==> src/core/tpc_pkg.sv <==
package tpc_pkg;
  // ==========================================================
  // register map (byte addresses)
  localparam logic [7:0] TPC_OFS_CTRL = 8'h00;
  localparam logic [7:0] TPC_OFS_STEP = 8'h04;
  localparam logic [7:0] TPC_OFS_PATH = 8'h08;
  localparam logic [7:0] TPC_OFS_INTF = 8'h0c;
  localparam logic [7:0] TPC_OFS_CONST = 8'h10;
  localparam logic [7:0] TPC_OFS_TARGET = 8'h14;
  localparam logic [7:0] TPC_OFS_DELAY = 8'h18;
  localparam logic [7:0] TPC_OFS_STATUS = 8'h1c;
  localparam logic [7:0] TPC_OFS_PWR_RT = 8'h20;
  localparam logic [7:0] TPC_OFS_PWR_NRT = 8'h24;
  localparam logic [7:0] TPC_OFS_MINPWR = 8'h28;
  localparam logic [7:0] TPC_OFS_CODES = 8'h2c;

  // ==========================================================
  // ctrl fields
  localparam int TPC_CTRL_CLOSED = 0;
  localparam int TPC_CTRL_START = 1;

  // ==========================================================
  // power quantities in whole dB, signed dBm
  localparam int TPC_PW = 10;
  typedef logic signed [TPC_PW-1:0] tpc_pwr_t;
  localparam logic [1:0] TPC_STEP_MIN = 2'h1;
  localparam logic [1:0] TPC_STEP_MAX = 2'h3;
  localparam logic [1:0] TPC_STEP_RST = 2'h1;
  localparam tpc_pwr_t TPC_UL_RANGE = 10'sd80;
  localparam tpc_pwr_t TPC_DL_BALANCE = 10'sd20;
  localparam tpc_pwr_t TPC_MINPWR_RST = -10'sd50;
  localparam logic [2:0] TPC_DELAY_MIN = 3'h1;
  localparam logic [2:0] TPC_DELAY_MAX = 3'h7;
  localparam int TPC_NCODES = 4;

  // closed-loop cadence: at most 200 cycles per second
  localparam longint TPC_CLK_HZ = 100000000;
  localparam longint TPC_MAX_RATE_HZ = 200;
  localparam int TPC_MIN_GAP = int'(TPC_CLK_HZ / TPC_MAX_RATE_HZ);

  typedef enum logic [1:0] {
    TPC_ST_IDLE,
    TPC_ST_ACCESS,
    TPC_ST_OPEN,
    TPC_ST_CLOSED
  } tpc_state_e;
endpackage

==> src/core/tpc_cfg_if.sv <==
`timescale 1ns/1ps
// configuration and status shared between bus slave and loop core
interface tpc_cfg_if;
  import tpc_pkg::*;
  logic closed_mode;
  logic start;
  logic [1:0] step;
  tpc_pwr_t path_loss;
  tpc_pwr_t intf_lvl;
  tpc_pwr_t l3_const;
  tpc_pwr_t target_sir;
  logic [2:0] ol_delay;
  tpc_pwr_t min_pwr;
  logic [TPC_NCODES-1:0] code_nrt;
  tpc_pwr_t pwr_rt;
  tpc_pwr_t pwr_nrt;
  tpc_state_e state;
  logic out_sync;
  logic tpc_tx;
  modport slave (
    output closed_mode, start, step, path_loss, intf_lvl, l3_const, target_sir,
    output ol_delay, min_pwr, code_nrt,
    input pwr_rt, pwr_nrt, state, out_sync, tpc_tx
  );
  modport core (
    input closed_mode, start, step, path_loss, intf_lvl, l3_const, target_sir,
    input ol_delay, min_pwr, code_nrt,
    output pwr_rt, pwr_nrt, state, out_sync, tpc_tx
  );
endinterface

==> src/core/tpc_axil.sv <==
`timescale 1ns/1ps
module tpc_axil
  import tpc_pkg::*;
(
  // clock and reset
  input wire logic mclk,
  input wire logic rst,
  // axi4-lite slave
  input wire logic [7:0] s_awaddr,
  input wire logic s_awvalid,
  output logic s_awready,
  input wire logic [31:0] s_wdata,
  input wire logic [3:0] s_wstrb,
  input wire logic s_wvalid,
  output logic s_wready,
  output logic [1:0] s_bresp,
  output logic s_bvalid,
  input wire logic s_bready,
  input wire logic [7:0] s_araddr,
  input wire logic s_arvalid,
  output logic s_arready,
  output logic [31:0] s_rdata,
  output logic [1:0] s_rresp,
  output logic s_rvalid,
  input wire logic s_rready,
  // block side
  tpc_cfg_if.slave cfg
);
  logic aw_q, w_q;
  logic [7:0] awa_q;
  logic [31:0] wd_q;
  logic wr_go;
  logic closed_q, start_q;
  logic [1:0] step_q;
  tpc_pwr_t path_q, intf_q, const_q, target_q, minp_q;
  logic [2:0] delay_q;
  logic [TPC_NCODES-1:0] nrt_q;
  logic [31:0] rd_d;
  logic rd_ok;

  assign s_awready = !aw_q && !s_bvalid;
  assign s_wready = !w_q && !s_bvalid;
  assign wr_go = aw_q && w_q && !s_bvalid;

  // ==========================================================
  // write path: address and data latched independently
  always_ff @(posedge mclk or posedge rst) begin
    if (rst) begin
      aw_q <= 1'b0;
      w_q <= 1'b0;
      awa_q <= 8'h00;
      wd_q <= 32'h0;
      s_bvalid <= 1'b0;
      s_bresp <= 2'h0;
    end else begin
      if (s_awvalid && s_awready) begin
        aw_q <= 1'b1;
        awa_q <= s_awaddr;
      end
      if (s_wvalid && s_wready) begin
        w_q <= 1'b1;
        wd_q <= s_wdata;
      end
      if (wr_go) begin
        aw_q <= 1'b0;
        w_q <= 1'b0;
        s_bvalid <= 1'b1;
        s_bresp <= (awa_q <= TPC_OFS_CODES && awa_q[1:0] == 2'h0) ? 2'h0 : 2'h2;
      end else if (s_bvalid && s_bready) begin
        s_bvalid <= 1'b0;
      end
    end
  end

  // byte strobes are ignored: every field fits in the low byte pair
  always_ff @(posedge mclk or posedge rst) begin
    if (rst) begin
      closed_q <= 1'b0;
      start_q <= 1'b0;
      step_q <= TPC_STEP_RST;
      path_q <= '0;
      intf_q <= '0;
      const_q <= '0;
      target_q <= '0;
      delay_q <= TPC_DELAY_MIN;
      minp_q <= TPC_MINPWR_RST;
      nrt_q <= '0;
    end else begin
      start_q <= 1'b0;
      if (wr_go) begin
        case (awa_q)
          TPC_OFS_CTRL: begin
            closed_q <= wd_q[TPC_CTRL_CLOSED];
            start_q <= wd_q[TPC_CTRL_START];
          end
          TPC_OFS_STEP: begin
            if (wd_q[1:0] < TPC_STEP_MIN) step_q <= TPC_STEP_MIN;
            else step_q <= wd_q[1:0];
          end
          TPC_OFS_PATH: path_q <= wd_q[TPC_PW-1:0];
          TPC_OFS_INTF: intf_q <= wd_q[TPC_PW-1:0];
          TPC_OFS_CONST: const_q <= wd_q[TPC_PW-1:0];
          TPC_OFS_TARGET: target_q <= wd_q[TPC_PW-1:0];
          TPC_OFS_DELAY: begin
            if (wd_q[2:0] < TPC_DELAY_MIN) delay_q <= TPC_DELAY_MIN;
            else delay_q <= wd_q[2:0];
          end
          TPC_OFS_MINPWR: minp_q <= wd_q[TPC_PW-1:0];
          TPC_OFS_CODES: nrt_q <= wd_q[TPC_NCODES-1:0];
          default: begin
          end
        endcase
      end
    end
  end

  assign cfg.closed_mode = closed_q;
  assign cfg.start = start_q;
  assign cfg.step = step_q;
  assign cfg.path_loss = path_q;
  assign cfg.intf_lvl = intf_q;
  assign cfg.l3_const = const_q;
  assign cfg.target_sir = target_q;
  assign cfg.ol_delay = delay_q;
  assign cfg.min_pwr = minp_q;
  assign cfg.code_nrt = nrt_q;

  // ==========================================================
  // read path
  always_comb begin
    rd_d = 32'h0;
    rd_ok = 1'b1;
    case (s_araddr)
      TPC_OFS_CTRL: rd_d[TPC_CTRL_CLOSED] = closed_q;
      TPC_OFS_STEP: rd_d[1:0] = step_q;
      TPC_OFS_PATH: rd_d = {{(32-TPC_PW){path_q[TPC_PW-1]}}, path_q};
      TPC_OFS_INTF: rd_d = {{(32-TPC_PW){intf_q[TPC_PW-1]}}, intf_q};
      TPC_OFS_CONST: rd_d = {{(32-TPC_PW){const_q[TPC_PW-1]}}, const_q};
      TPC_OFS_TARGET: rd_d = {{(32-TPC_PW){target_q[TPC_PW-1]}}, target_q};
      TPC_OFS_DELAY: rd_d[2:0] = delay_q;
      TPC_OFS_STATUS: rd_d[3:0] = {cfg.tpc_tx, cfg.out_sync, cfg.state};
      TPC_OFS_PWR_RT: rd_d = {{(32-TPC_PW){cfg.pwr_rt[TPC_PW-1]}}, cfg.pwr_rt};
      TPC_OFS_PWR_NRT: rd_d = {{(32-TPC_PW){cfg.pwr_nrt[TPC_PW-1]}}, cfg.pwr_nrt};
      TPC_OFS_MINPWR: rd_d = {{(32-TPC_PW){minp_q[TPC_PW-1]}}, minp_q};
      TPC_OFS_CODES: rd_d[TPC_NCODES-1:0] = nrt_q;
      default: rd_ok = 1'b0;
    endcase
  end

  assign s_arready = !s_rvalid;

  always_ff @(posedge mclk or posedge rst) begin
    if (rst) begin
      s_rvalid <= 1'b0;
      s_rdata <= 32'h0;
      s_rresp <= 2'h0;
    end else if (s_arvalid && s_arready) begin
      s_rvalid <= 1'b1;
      s_rdata <= rd_d;
      s_rresp <= rd_ok ? 2'h0 : 2'h2;
    end else if (s_rvalid && s_rready) begin
      s_rvalid <= 1'b0;
    end
  end
endmodule

==> src/core/tpc_top.sv <==
`timescale 1ns/1ps
// Function
// - closed loop adjusts at most 200 per second
// - open-loop power applied 1..7 slots later
// - downlink code powers kept within 20 dB; the design applies this span to the uplink RT/NRT outputs instead
// - same-bearer codes share one power
// - RT and NRT each closed-loop, separate levels
// - access power is pathloss plus interference plus constant
// - start at access power, then open/closed
// - open loop uses access power formula
// - TPC 0 steps down, 1 steps up
// - target SIR set by outer loop
// - out of sync holds closed-loop power constant
// - out of sync sends TPC 1 continuously
// - UE sends TPC from downlink SIR compare
module tpc_top
  import tpc_pkg::*;
(
  // clock and reset
  input wire logic mclk,
  input wire logic rst,
  // axi4-lite slave
  input wire logic [7:0] s_awaddr,
  input wire logic s_awvalid,
  output logic s_awready,
  input wire logic [31:0] s_wdata,
  input wire logic [3:0] s_wstrb,
  input wire logic s_wvalid,
  output logic s_wready,
  output logic [1:0] s_bresp,
  output logic s_bvalid,
  input wire logic s_bready,
  input wire logic [7:0] s_araddr,
  input wire logic s_arvalid,
  output logic s_arready,
  output logic [31:0] s_rdata,
  output logic [1:0] s_rresp,
  output logic s_rvalid,
  input wire logic s_rready,
  // timeslot strobe and sync status (from modem, asynchronous)
  input wire logic slot_tick,
  input wire logic in_sync,
  // received downlink tpc (soft value, positive means 1)
  input wire logic tpc_rx_valid,
  input wire logic tpc_rx_nrt,
  input wire logic signed [7:0] tpc_rx_soft,
  // downlink sir measurement
  input wire logic sir_valid,
  input wire logic signed [9:0] sir_meas,
  // uplink transmit power and tpc to send
  output tpc_pkg::tpc_pwr_t tx_pwr_rt,
  output tpc_pkg::tpc_pwr_t tx_pwr_nrt,
  output logic [tpc_pkg::TPC_NCODES-1:0] code_is_nrt,
  output logic tpc_tx_bit,
  output logic tpc_tx_strobe
);
  import tpc_pkg::*;

  tpc_cfg_if cfg ();

  tpc_axil u_axil (
    .mclk(mclk),
    .rst(rst),
    .s_awaddr(s_awaddr),
    .s_awvalid(s_awvalid),
    .s_awready(s_awready),
    .s_wdata(s_wdata),
    .s_wstrb(s_wstrb),
    .s_wvalid(s_wvalid),
    .s_wready(s_wready),
    .s_bresp(s_bresp),
    .s_bvalid(s_bvalid),
    .s_bready(s_bready),
    .s_araddr(s_araddr),
    .s_arvalid(s_arvalid),
    .s_arready(s_arready),
    .s_rdata(s_rdata),
    .s_rresp(s_rresp),
    .s_rvalid(s_rvalid),
    .s_rready(s_rready),
    .cfg(cfg.slave)
  );

  // ==========================================================
  // pin synchronisers; only the second stage is read
  logic [1:0] tick_s_q, sync_s_q;
  logic tick_old_q;
  logic slot_pulse;
  always_ff @(posedge mclk or posedge rst) begin
    if (rst) begin
      tick_s_q <= 2'h0;
      sync_s_q <= 2'h0;
      tick_old_q <= 1'b0;
    end else begin
      tick_s_q <= {tick_s_q[0], slot_tick};
      sync_s_q <= {sync_s_q[0], in_sync};
      tick_old_q <= tick_s_q[1];
    end
  end
  assign slot_pulse = tick_s_q[1] && !tick_old_q;
  logic oos;
  assign oos = !sync_s_q[1];

  // ==========================================================
  // open-loop power with saturation
  tpc_pwr_t ol_pwr, max_pwr;
  logic signed [TPC_PW+1:0] ol_sum;
  assign max_pwr = cfg.min_pwr + TPC_UL_RANGE;
  assign ol_sum = 12'(cfg.path_loss) + 12'(cfg.intf_lvl) + 12'(cfg.l3_const);
  always_comb begin
    if (ol_sum > 12'(max_pwr)) ol_pwr = max_pwr;
    else if (ol_sum < 12'(cfg.min_pwr)) ol_pwr = cfg.min_pwr;
    else ol_pwr = ol_sum[TPC_PW-1:0];
  end

  // ==========================================================
  // open-loop delay line, one entry per slot
  tpc_pwr_t dly_q [TPC_DELAY_MAX+1];
  always_ff @(posedge mclk or posedge rst) begin
    if (rst) begin
      for (int i = 0; i <= int'(TPC_DELAY_MAX); i++) dly_q[i] <= TPC_MINPWR_RST;
    end else if (slot_pulse) begin
      dly_q[0] <= ol_pwr;
      for (int i = 1; i <= int'(TPC_DELAY_MAX); i++) dly_q[i] <= dly_q[i-1];
    end
  end
  tpc_pwr_t ol_late;
  assign ol_late = dly_q[cfg.ol_delay - 3'h1];

  // ==========================================================
  // mode sequencing
  tpc_state_e st_q;
  always_ff @(posedge mclk or posedge rst) begin
    if (rst) begin
      st_q <= TPC_ST_IDLE;
    end else begin
      case (st_q)
        TPC_ST_IDLE: if (cfg.start) st_q <= TPC_ST_ACCESS;
        TPC_ST_ACCESS: begin
          if (!oos) st_q <= cfg.closed_mode ? TPC_ST_CLOSED : TPC_ST_OPEN;
        end
        TPC_ST_OPEN: if (cfg.closed_mode) st_q <= TPC_ST_CLOSED;
        TPC_ST_CLOSED: if (!cfg.closed_mode) st_q <= TPC_ST_OPEN;
        default: st_q <= TPC_ST_IDLE;
      endcase
    end
  end

  // ==========================================================
  // closed-loop rate limiter
  logic [$clog2(TPC_MIN_GAP+1)-1:0] gap_q;
  logic gap_ok;
  assign gap_ok = (gap_q == '0);
  logic cl_apply;
  assign cl_apply = (st_q == TPC_ST_CLOSED) && tpc_rx_valid && !oos && gap_ok;
  always_ff @(posedge mclk or posedge rst) begin
    if (rst) gap_q <= '0;
    else if (cl_apply) gap_q <= ($bits(gap_q))'(TPC_MIN_GAP - 1);
    else if (!gap_ok) gap_q <= gap_q - 1'b1;
  end

  // ==========================================================
  // per-service power, one register each
  tpc_pwr_t pwr_q [2];
  tpc_pwr_t step_w;
  assign step_w = TPC_PW'(cfg.step);
  logic down;
  assign down = (tpc_rx_soft <= 8'sd0); // soft decision
  for (genvar s = 0; s < 2; s++) begin : g_svc
    tpc_pwr_t up_v, dn_v;
    assign up_v = (pwr_q[s] > max_pwr - step_w) ? max_pwr : pwr_q[s] + step_w;
    assign dn_v = (pwr_q[s] < cfg.min_pwr + step_w) ? cfg.min_pwr : pwr_q[s] - step_w;
    always_ff @(posedge mclk or posedge rst) begin
      if (rst) begin
        pwr_q[s] <= TPC_MINPWR_RST;
      end else begin
        case (st_q)
          TPC_ST_ACCESS: pwr_q[s] <= ol_pwr;
          TPC_ST_OPEN: if (slot_pulse) pwr_q[s] <= ol_late;
          TPC_ST_CLOSED: begin
            // per service; held while out of sync
            if (cl_apply && (tpc_rx_nrt == s[0])) pwr_q[s] <= down ? dn_v : up_v;
          end
          default: begin
          end
        endcase
      end
    end
  end

  // ==========================================================
  // uplink code powers, balanced within the downlink-style span
  tpc_pwr_t nrt_bal;
  always_comb begin
    if (pwr_q[1] < pwr_q[0] - TPC_DL_BALANCE) nrt_bal = pwr_q[0] - TPC_DL_BALANCE;
    else if (pwr_q[1] > pwr_q[0] + TPC_DL_BALANCE) nrt_bal = pwr_q[0] + TPC_DL_BALANCE;
    else nrt_bal = pwr_q[1];
  end
  always_ff @(posedge mclk or posedge rst) begin
    if (rst) begin
      tx_pwr_rt <= TPC_MINPWR_RST;
      tx_pwr_nrt <= TPC_MINPWR_RST;
      code_is_nrt <= '0;
    end else begin
      tx_pwr_rt <= pwr_q[0];
      tx_pwr_nrt <= nrt_bal;
      code_is_nrt <= cfg.code_nrt;
    end
  end

  // ==========================================================
  // downlink tpc generation from sir compare
  always_ff @(posedge mclk or posedge rst) begin
    if (rst) begin
      tpc_tx_bit <= 1'b1;
      tpc_tx_strobe <= 1'b0;
    end else begin
      tpc_tx_strobe <= 1'b0;
      if (oos) begin
        // no measurement possible: a forced up command goes out once per slot,
        // and the bit only moves together with its strobe
        if (slot_pulse) begin
          tpc_tx_bit <= 1'b1;
          tpc_tx_strobe <= 1'b1;
        end
      end else if (sir_valid) begin
        tpc_tx_bit <= (sir_meas > cfg.target_sir) ? 1'b0 : 1'b1;
        tpc_tx_strobe <= 1'b1;
      end
    end
  end

  assign cfg.pwr_rt = pwr_q[0];
  assign cfg.pwr_nrt = pwr_q[1];
  assign cfg.state = st_q;
  assign cfg.out_sync = oos;
  assign cfg.tpc_tx = tpc_tx_bit;
endmodule

==> config.mk <==
export PLATFORM = sky130hd
export DESIGN_NAME = tpc_top
export DESIGN_NICKNAME = d
export VERILOG_FILES = /design/src/core/tpc_pkg.sv /design/src/core/tpc_cfg_if.sv /design/src/core/tpc_axil.sv /design/src/core/tpc_top.sv
export SDC_FILE = /design/constraint.sdc
export NUM_CORES = 1
export LEC_CHECK = 0
export BUFFER_PORTS_ARGS = -buffer_cell sky130_fd_sc_hd__buf_2
export CAP_MARGIN = 15
export CORE_UTILIZATION = 35
export DETAILED_ROUTE_END_ITERATION = 6
export GPL_TIMING_DRIVEN = 0
export SYNTH_ARGS = -nofsm -noshare
export SYNTH_HDL_FRONTEND = slang
export SYNTH_SLANG_ARGS = --single-unit
==> constraint.sdc <==
create_clock -name mclk -period 13 [get_ports mclk]
set_input_delay 0.65 -clock mclk [delete_from_list [all_inputs] [get_ports mclk]]
set_output_delay 0.65 -clock mclk [all_outputs]
set_load 0.01 [all_outputs]
==> flow_summary.yaml, run 1 <==
yosys:
  synth.distinct_cells: 80
  synth_edf_count: 0
  synth-main-ff-cell: "dfrtp_1"
  synthArstFlopShare_pct: 100.0
  yosys_warnings: 0
  synth-seq-cells: 247
  synth-seq-area-share_pct: 39.52
  syn_inst: 1684
  synth_area_sq_um: 15940
  syn_avg_cell_area_sq_um: 9.464
worst_setup_path:
  r2r_start: "u_axil.cfg.path_loss[1]"
  r2r_end: "cfg.pwr_rt[2]"
  cp_slowest_cell: "fa_1"
  worstPathArrival_ps: 6640
  crit_chain: "inv_1 > fa_1 > inv_1 > ha_1 > fa_1 > a211oi_1 > o21ai_0 > a21oi_1 > o21bai_1 > a211oi_1 > mux2_2 > ha_1 > a21oi_1 > o21ai_0 > a211o_1 > o31ai_1 > a2111o_1 > o211a_1 > clkbuf_1 > mux2i_1 > nor2_1 > o32a_1"
  crit_family: "compound AO/OA/AOI/OAI gates"
  crit_buf_inv: 3
  crit_path_max_incr_delay_ps: 540
  worstPathRequired_ps: 13510
  r2r_setup_slack_ps: 6870
  endpoint_kind: "register"
  crit_fanout: 6
  setup.worst_path.class: "register to register"
  critPathLaunchType: "register"
  reg2regPathDepth: 22
final_layout:
  synthToLayoutAreaGrowth_pct: 15.99
  fin_nets: 2045
  drive_gt1_share_pct: 21.82
  layout_commonest_cell: "nand2_1"
  fillers: 4344
  final_core_util_pct: 41.44
  fin_cells: 2454
  layout_common_cells: "nand2_1 (330), dfrtp_1 (153), buf_2 (125)"
  fin_area_sq_um: 18490
routing:
  drc_errors: 0
  dr_total_vias: 13380
  ant_nets: 0
  dr.pass1.iters: 5
  drt-total-wl_um: 50880
  drt_iter0_markers: 982
  wl_per_cell_um: 20.73
  viasPerCell: 5.452
job:
  cap_violations: 0
timing:
  fin_worst_skew_ps: 22.95
  slew_violations: 0
  fmax_mhz: 163.1
  fin_crit_ps: 6130
  worst_slew_pin_slew_ps: 1228
  relSlewSlack_pct: 17.54
  setup_ws_ps: 6870
  final-setup-viol-count: 0
  finalHoldViolations: 0
  min_period_over_period_pct: 47.15
  rsz0062_at_grt: "no"
  fin_tns_setup_ps: 0
place:
  dp_cells: 2399
  place_congestion: 0.9653
  pre_cts_ws_ps: 7094
  port_buffers: 119
  dp_hpwl_um: 38040
  place_area_sq_um: 17340
run_status:
  status: "completed"
global_route:
  grt_max_degree: 134
  grt_remaining_overflow: 0
  antenna_found_initial: 0
  grt_use_total_pct: 21.82
  grt_pass1_vias: 13120
  grt_pass1_wl_um: 78090
cts:
  h-tree-depth: 1
  numCtsBuffers: 29
  hold_buffers: 0
  worstSkewPairLatency_ps: 600
  cts_tree: "built"
  clk_path_buf_depth: 3
  cts_post_setup_buffers_inserted: 0
  cts.repair.resized: 0
  cts_sinks: 247
  clkTransAtPathRegs_ps: 60
  clockRootBuffer: "clkbuf_16"
die:
  row_count: 77
  start_util_pct: 35.73
  core_region_area_sq_um: 44610
  io_pins: 149
  dieWidth_um: 215.4
  dieArea_sq_um: 46390
  die_h_um: 215.4
min_path:
  hold_end: "tick_s_q[0]"
  hold_start: "slot_tick"
  worstHoldPathCells: 1
  worst_hold_path_type: "input port to register"
power:
  p_leak_uw: 0.008450
  peakVddDrop_mv: 0.2064
  p_per_area_nw_per_um2: 261.7
logic make-up (layout without fill, tap and decap cells):
group	Yosys count	after routing	synth area share, %
AOI/OAI and AO/OA	334	334	13.91
xor gates and xnor gates	77	77	4.231
adders and majority gates	125	125	10.61
buffers and inverters	170	346	4.671
DFF	247	247	39.52
muxes	134	134	10.50
other	1	3	0.02353
and+or+nand+nor	596	596	16.53
how the worst max path moves through the flow:
stage	from	endpoint	slack [ps]	depth (start not counted)
final	u_axil.cfg.path_loss[1]	cfg.pwr_rt[2]	6870	22
after global routing	u_axil.cfg.path_loss[1]	cfg.pwr_rt[2]	6370	22
after CTS	u_axil.cfg.path_loss[1]	cfg.pwr_rt[2]	7000	22
after detailed placement	u_axil.cfg.path_loss[1]	cfg.pwr_rt[2]	7090	22
after global placement	rst	u_axil.s_bvalid	2640	2
after floorplan	rst	cfg.pwr_nrt[0]	5720	1
synth_stat cells, types with 48 or more instances:
library cell / n / area share [%]
nor2_1: 98 / 2.3
o21ai_0: 86 / 2.7
mux2i_1: 48 / 3.0
nand2_1: 330 / 7.8
clkbuf_1: 56 / 1.3
ha_1: 108 / 8.5
inv_1: 69 / 1.6
a21oi_1: 62 / 1.9
dfrtp_1: 153 / 24
mux2_2: 66 / 4.7
dfstp_2: 94 / 15
xnor2_1: 53 / 2.9
layout make-up:
cell class | count | area, sq um | area share, %
multi-input combinational | 1268 | 8905 | 48.17
tap | 592 | 740.7 | 4.007
sequential | 247 | 6299 | 34.07
clock buffer | 36 | 802.0 | 4.338
antenna | 1 | 2.502 | 0.01354
inverter | 73 | 281.5 | 1.523
timing repair buffer | 122 | 641.9 | 3.472
clock inverter | 18 | 344.1 | 1.861
buffer | 97 | 470.5 | 2.545
stage by stage:
| step | hold slack (ps) | total power (uW) |
|---|---|---|
| final | 165.0 | 4839 |
| after floorplan | 331.2 | 3063 |
| after CTS | 135.8 | 4844 |
| after global placement | 333.5 | 3778 |
| after detailed placement | 337.2 | 3838 |
| after global routing | 152.1 | 5181 |
where the power goes:
group          switching [uW]  total (uW)  internal [uW]
registers                 301        1370           1070
clock network             359         977            618
logic                    1470        2490           1030
state kept, by name, indices dropped and copies added, names as in the netlist, 3 cells and up:
register / cells
dly_q: 80
cfg.pwr_rt: 10
u_axil.s_rdata: 10
code_is_nrt: 4
gap_q: 19
u_axil.cfg.intf_lvl: 10
u_axil.wd_q: 10
cfg.pwr_nrt: 10
tx_pwr_rt: 10
u_axil.cfg.min_pwr: 10
tx_pwr_nrt: 10
u_axil.cfg.path_loss: 10
u_axil.awa_q: 8
u_axil.cfg.code_nrt: 4
u_axil.cfg.ol_delay: 3
u_axil.cfg.target_sir: 10
u_axil.cfg.l3_const: 10
metal layers:
layer  global-route usage, %  vias to the layer above  wire (um)
li1                        -                     6250          -
met1                   30.50                     6588      22650
met2                   34.05                      459      22880
met3                   4.285                       83       3851
met4                   6.501                        0       1496
met5                       0                        -          0
Note: power is estimated with default switching activity, not from simulation.
==> run 2, diff against run 1 <==
==> constraint.sdc (replaced) <==
create_clock -name mclk -period 5.88 [get_ports mclk]
set_input_delay 0.294 -clock mclk [delete_from_list [all_inputs] [get_ports mclk]]
set_output_delay 0.294 -clock mclk [all_outputs]
set_load 0.01 [all_outputs]
==> run 2 against run 1 <==
Cell area increased by 1.5%. Utilization increased by 0.63 points. Sequential share of layout area decreased by 0.51 points. Combinational power increased by 140%. Critical path type unchanged.
==> flow_summary.yaml, run 2 (synthesis gave the netlist of run 1 again) <==
power:
  p_sw_uw: 4870
  peakVddDrop_mv: 0.6671
  power_uw: 10840
  power_frac_comb_pct: 54.4
  p_per_area_nw_per_um2: 577.6
  power.share.switching_pct: 44.92
  p_leak_uw: 0.008553
  power_frac_seq_pct: 27.9
  intPower_uw: 5971
  power_frac_clock_pct: 17.7
cts:
  clockRootBuffer: "clkbuf_16"
  clkTransAtPathRegs_ps: 60
  clk_path_buf_depth: 3
  cts_tree: "built"
  numCtsBuffers: 29
  worstSkewPairLatency_ps: 590
  h-tree-depth: 1
  cts_sinks: 247
die:
  dieWidth_um: 215.4
  core_region_area_sq_um: 44610
  start_util_pct: 35.73
  io_pins: 149
  row_count: 77
  die_h_um: 215.4
  dieArea_sq_um: 46390
worst_setup_path:
  worstPathRequired_ps: 6370
  setup.worst_path.class: "register to register"
  reg2regPathDepth: 20
  worstPathArrival_ps: 6100
  crit_fanout: 8
  critPathLaunchType: "register"
  endpoint_kind: "register"
timing:
  final-setup-viol-count: 0
  fin_crit_ps: 5612
  relSlewSlack_pct: 20.15
  fin_worst_skew_ps: 15.29
  fin_tns_setup_ps: 0
  rsz0062_at_grt: "no"
  slew_violations: 0
  worst_slew_pin_slew_ps: 1189
  min_period_over_period_pct: 95.44
  finalHoldViolations: 0
  fmax_mhz: 178.2
final_layout:
  layout_commonest_cell: "nand2_1"
  top_register: "dly_q"
  synthToLayoutAreaGrowth_pct: 17.77
  multi_input_area_sq_um: 8974
  fillers: 4339
  largest_reg_flops: 80
  reg_top3: "dly_q x80, gap_q x19"
  num_antenna_cells: 0
  drive_gt1_share_pct: 22.32
  layout_common_cells: "nand2_1 (330), dfrtp_1 (153), buf_2 (125)"
  seq_area_sq_um: 6299
  fin_nets: 2075
routing:
  dr_total_vias: 13610
  drt_iter0_markers: 1140
  dr.pass1.iters: 7
  ant_nets: 0
  viasPerCell: 5.479
  wl_per_cell_um: 20.97
  drc_errors: 0
  drt-total-wl_um: 52060
global_route:
  grt_use_total_pct: 22.27
  antenna_found_initial: 0
  grt_remaining_overflow: 0
  grt_max_degree: 44
  grt_pass1_wl_um: 79690
  grt_pass1_vias: 13370
min_path:
  worstHoldPathCells: 3
  worst_hold_path_type: "input port to register"
job:
  cap_violations: 0
run_status:
  status: "completed"
place:
  port_buffers: 119
  place_congestion: 0.9587
  dp_hpwl_um: 39310
==> run 2: critical path: stages (launching register included) <==
cell       delay [ps]
dfrtp_1           350
inv_1              70
fa_1              530
inv_1              50
ha_1              220
fa_1              450
a211oi_2          240
o21ai_0           150
a21oi_1           160
o21bai_1          110
a211oi_1          240
mux2_2            210
ha_1              300
nand4_1           240
a2111oi_2         470
o22ai_1           170
a2111o_1          470
o21ai_4           160
mux2_2            400
o22a_1            290
a21oi_1           240
==> run 2: what timing repair did <==
action	in CTS	in global routing
buffers inserted	0	2
endpoints found under the setup margin	0	19
resized for setup	0	15
hold buffers	24	0
endpoints found under the hold margin	43	0
==> run 2: power groups by stage <==
stage          logic (uW)  registers [uW]  clock network [uW]
2_1_floorplan        4010            2760                   0
3_3_place_gp         5390            3020                   0
3_5_place_dp         5490            3040                   0
4_1_cts              5540            3010                1970
5_1_grt              6420            3080                2030
6_report             5900            3020                1920
==> run 2: layout make-up <==
cell class / count / share of cell area (%)
multi-input cells: 1268 / 47.81
clock inverters: 15 / 1.060
repair buffers: 153 / 5.273
clock buffers: 39 / 4.386
plain buffers: 96 / 2.486
well taps: 592 / 3.946
inverters: 73 / 1.480
flip-flops and latches: 247 / 33.56
==> run 2: path summary, 6_finish.rpt <==
path                                              start               endpoint  slack [ps]
worst max-delay path            u_axil.cfg.path_loss[1]          cfg.pwr_rt[8]         270
worst min-delay path                         tpc_rx_nrt          cfg.pwr_rt[0]          60
worst max register to register  u_axil.cfg.path_loss[1]          cfg.pwr_rt[8]         270
worst min register to register              tick_s_q[0]            tick_s_q[1]         350
max in group asynchronous                           rst  u_axil.cfg.min_pwr[7]        4250
min in group asynchronous                           rst           tx_pwr_rt[5]         410
==> run 2: stage by stage <==
stage	utilization (%)	hold slack (ps)	std cells	worst slack, ps	instance area [sq um]
floorplan	-	325.4	1685	894.5	15950
global placement	38.74	335.3	2396	88.28	17280
detailed placement	39.07	338.9	2404	124.2	17430
CTS	41.90	20.54	2482	67.35	18690
global route	42.08	64.69	2483	57.59	18770
finish	42.08	59.63	2483	268.3	18770
==> run 2: layer usage <==
layer	GRT usage, %	up-vias	part of all wire [%]
met5	0	-	0
li1	-	6292	-
met3	4.299	90	7.0
met4	6.501	0	2.9
met2	35.47	465	46
met1	30.64	6758	44
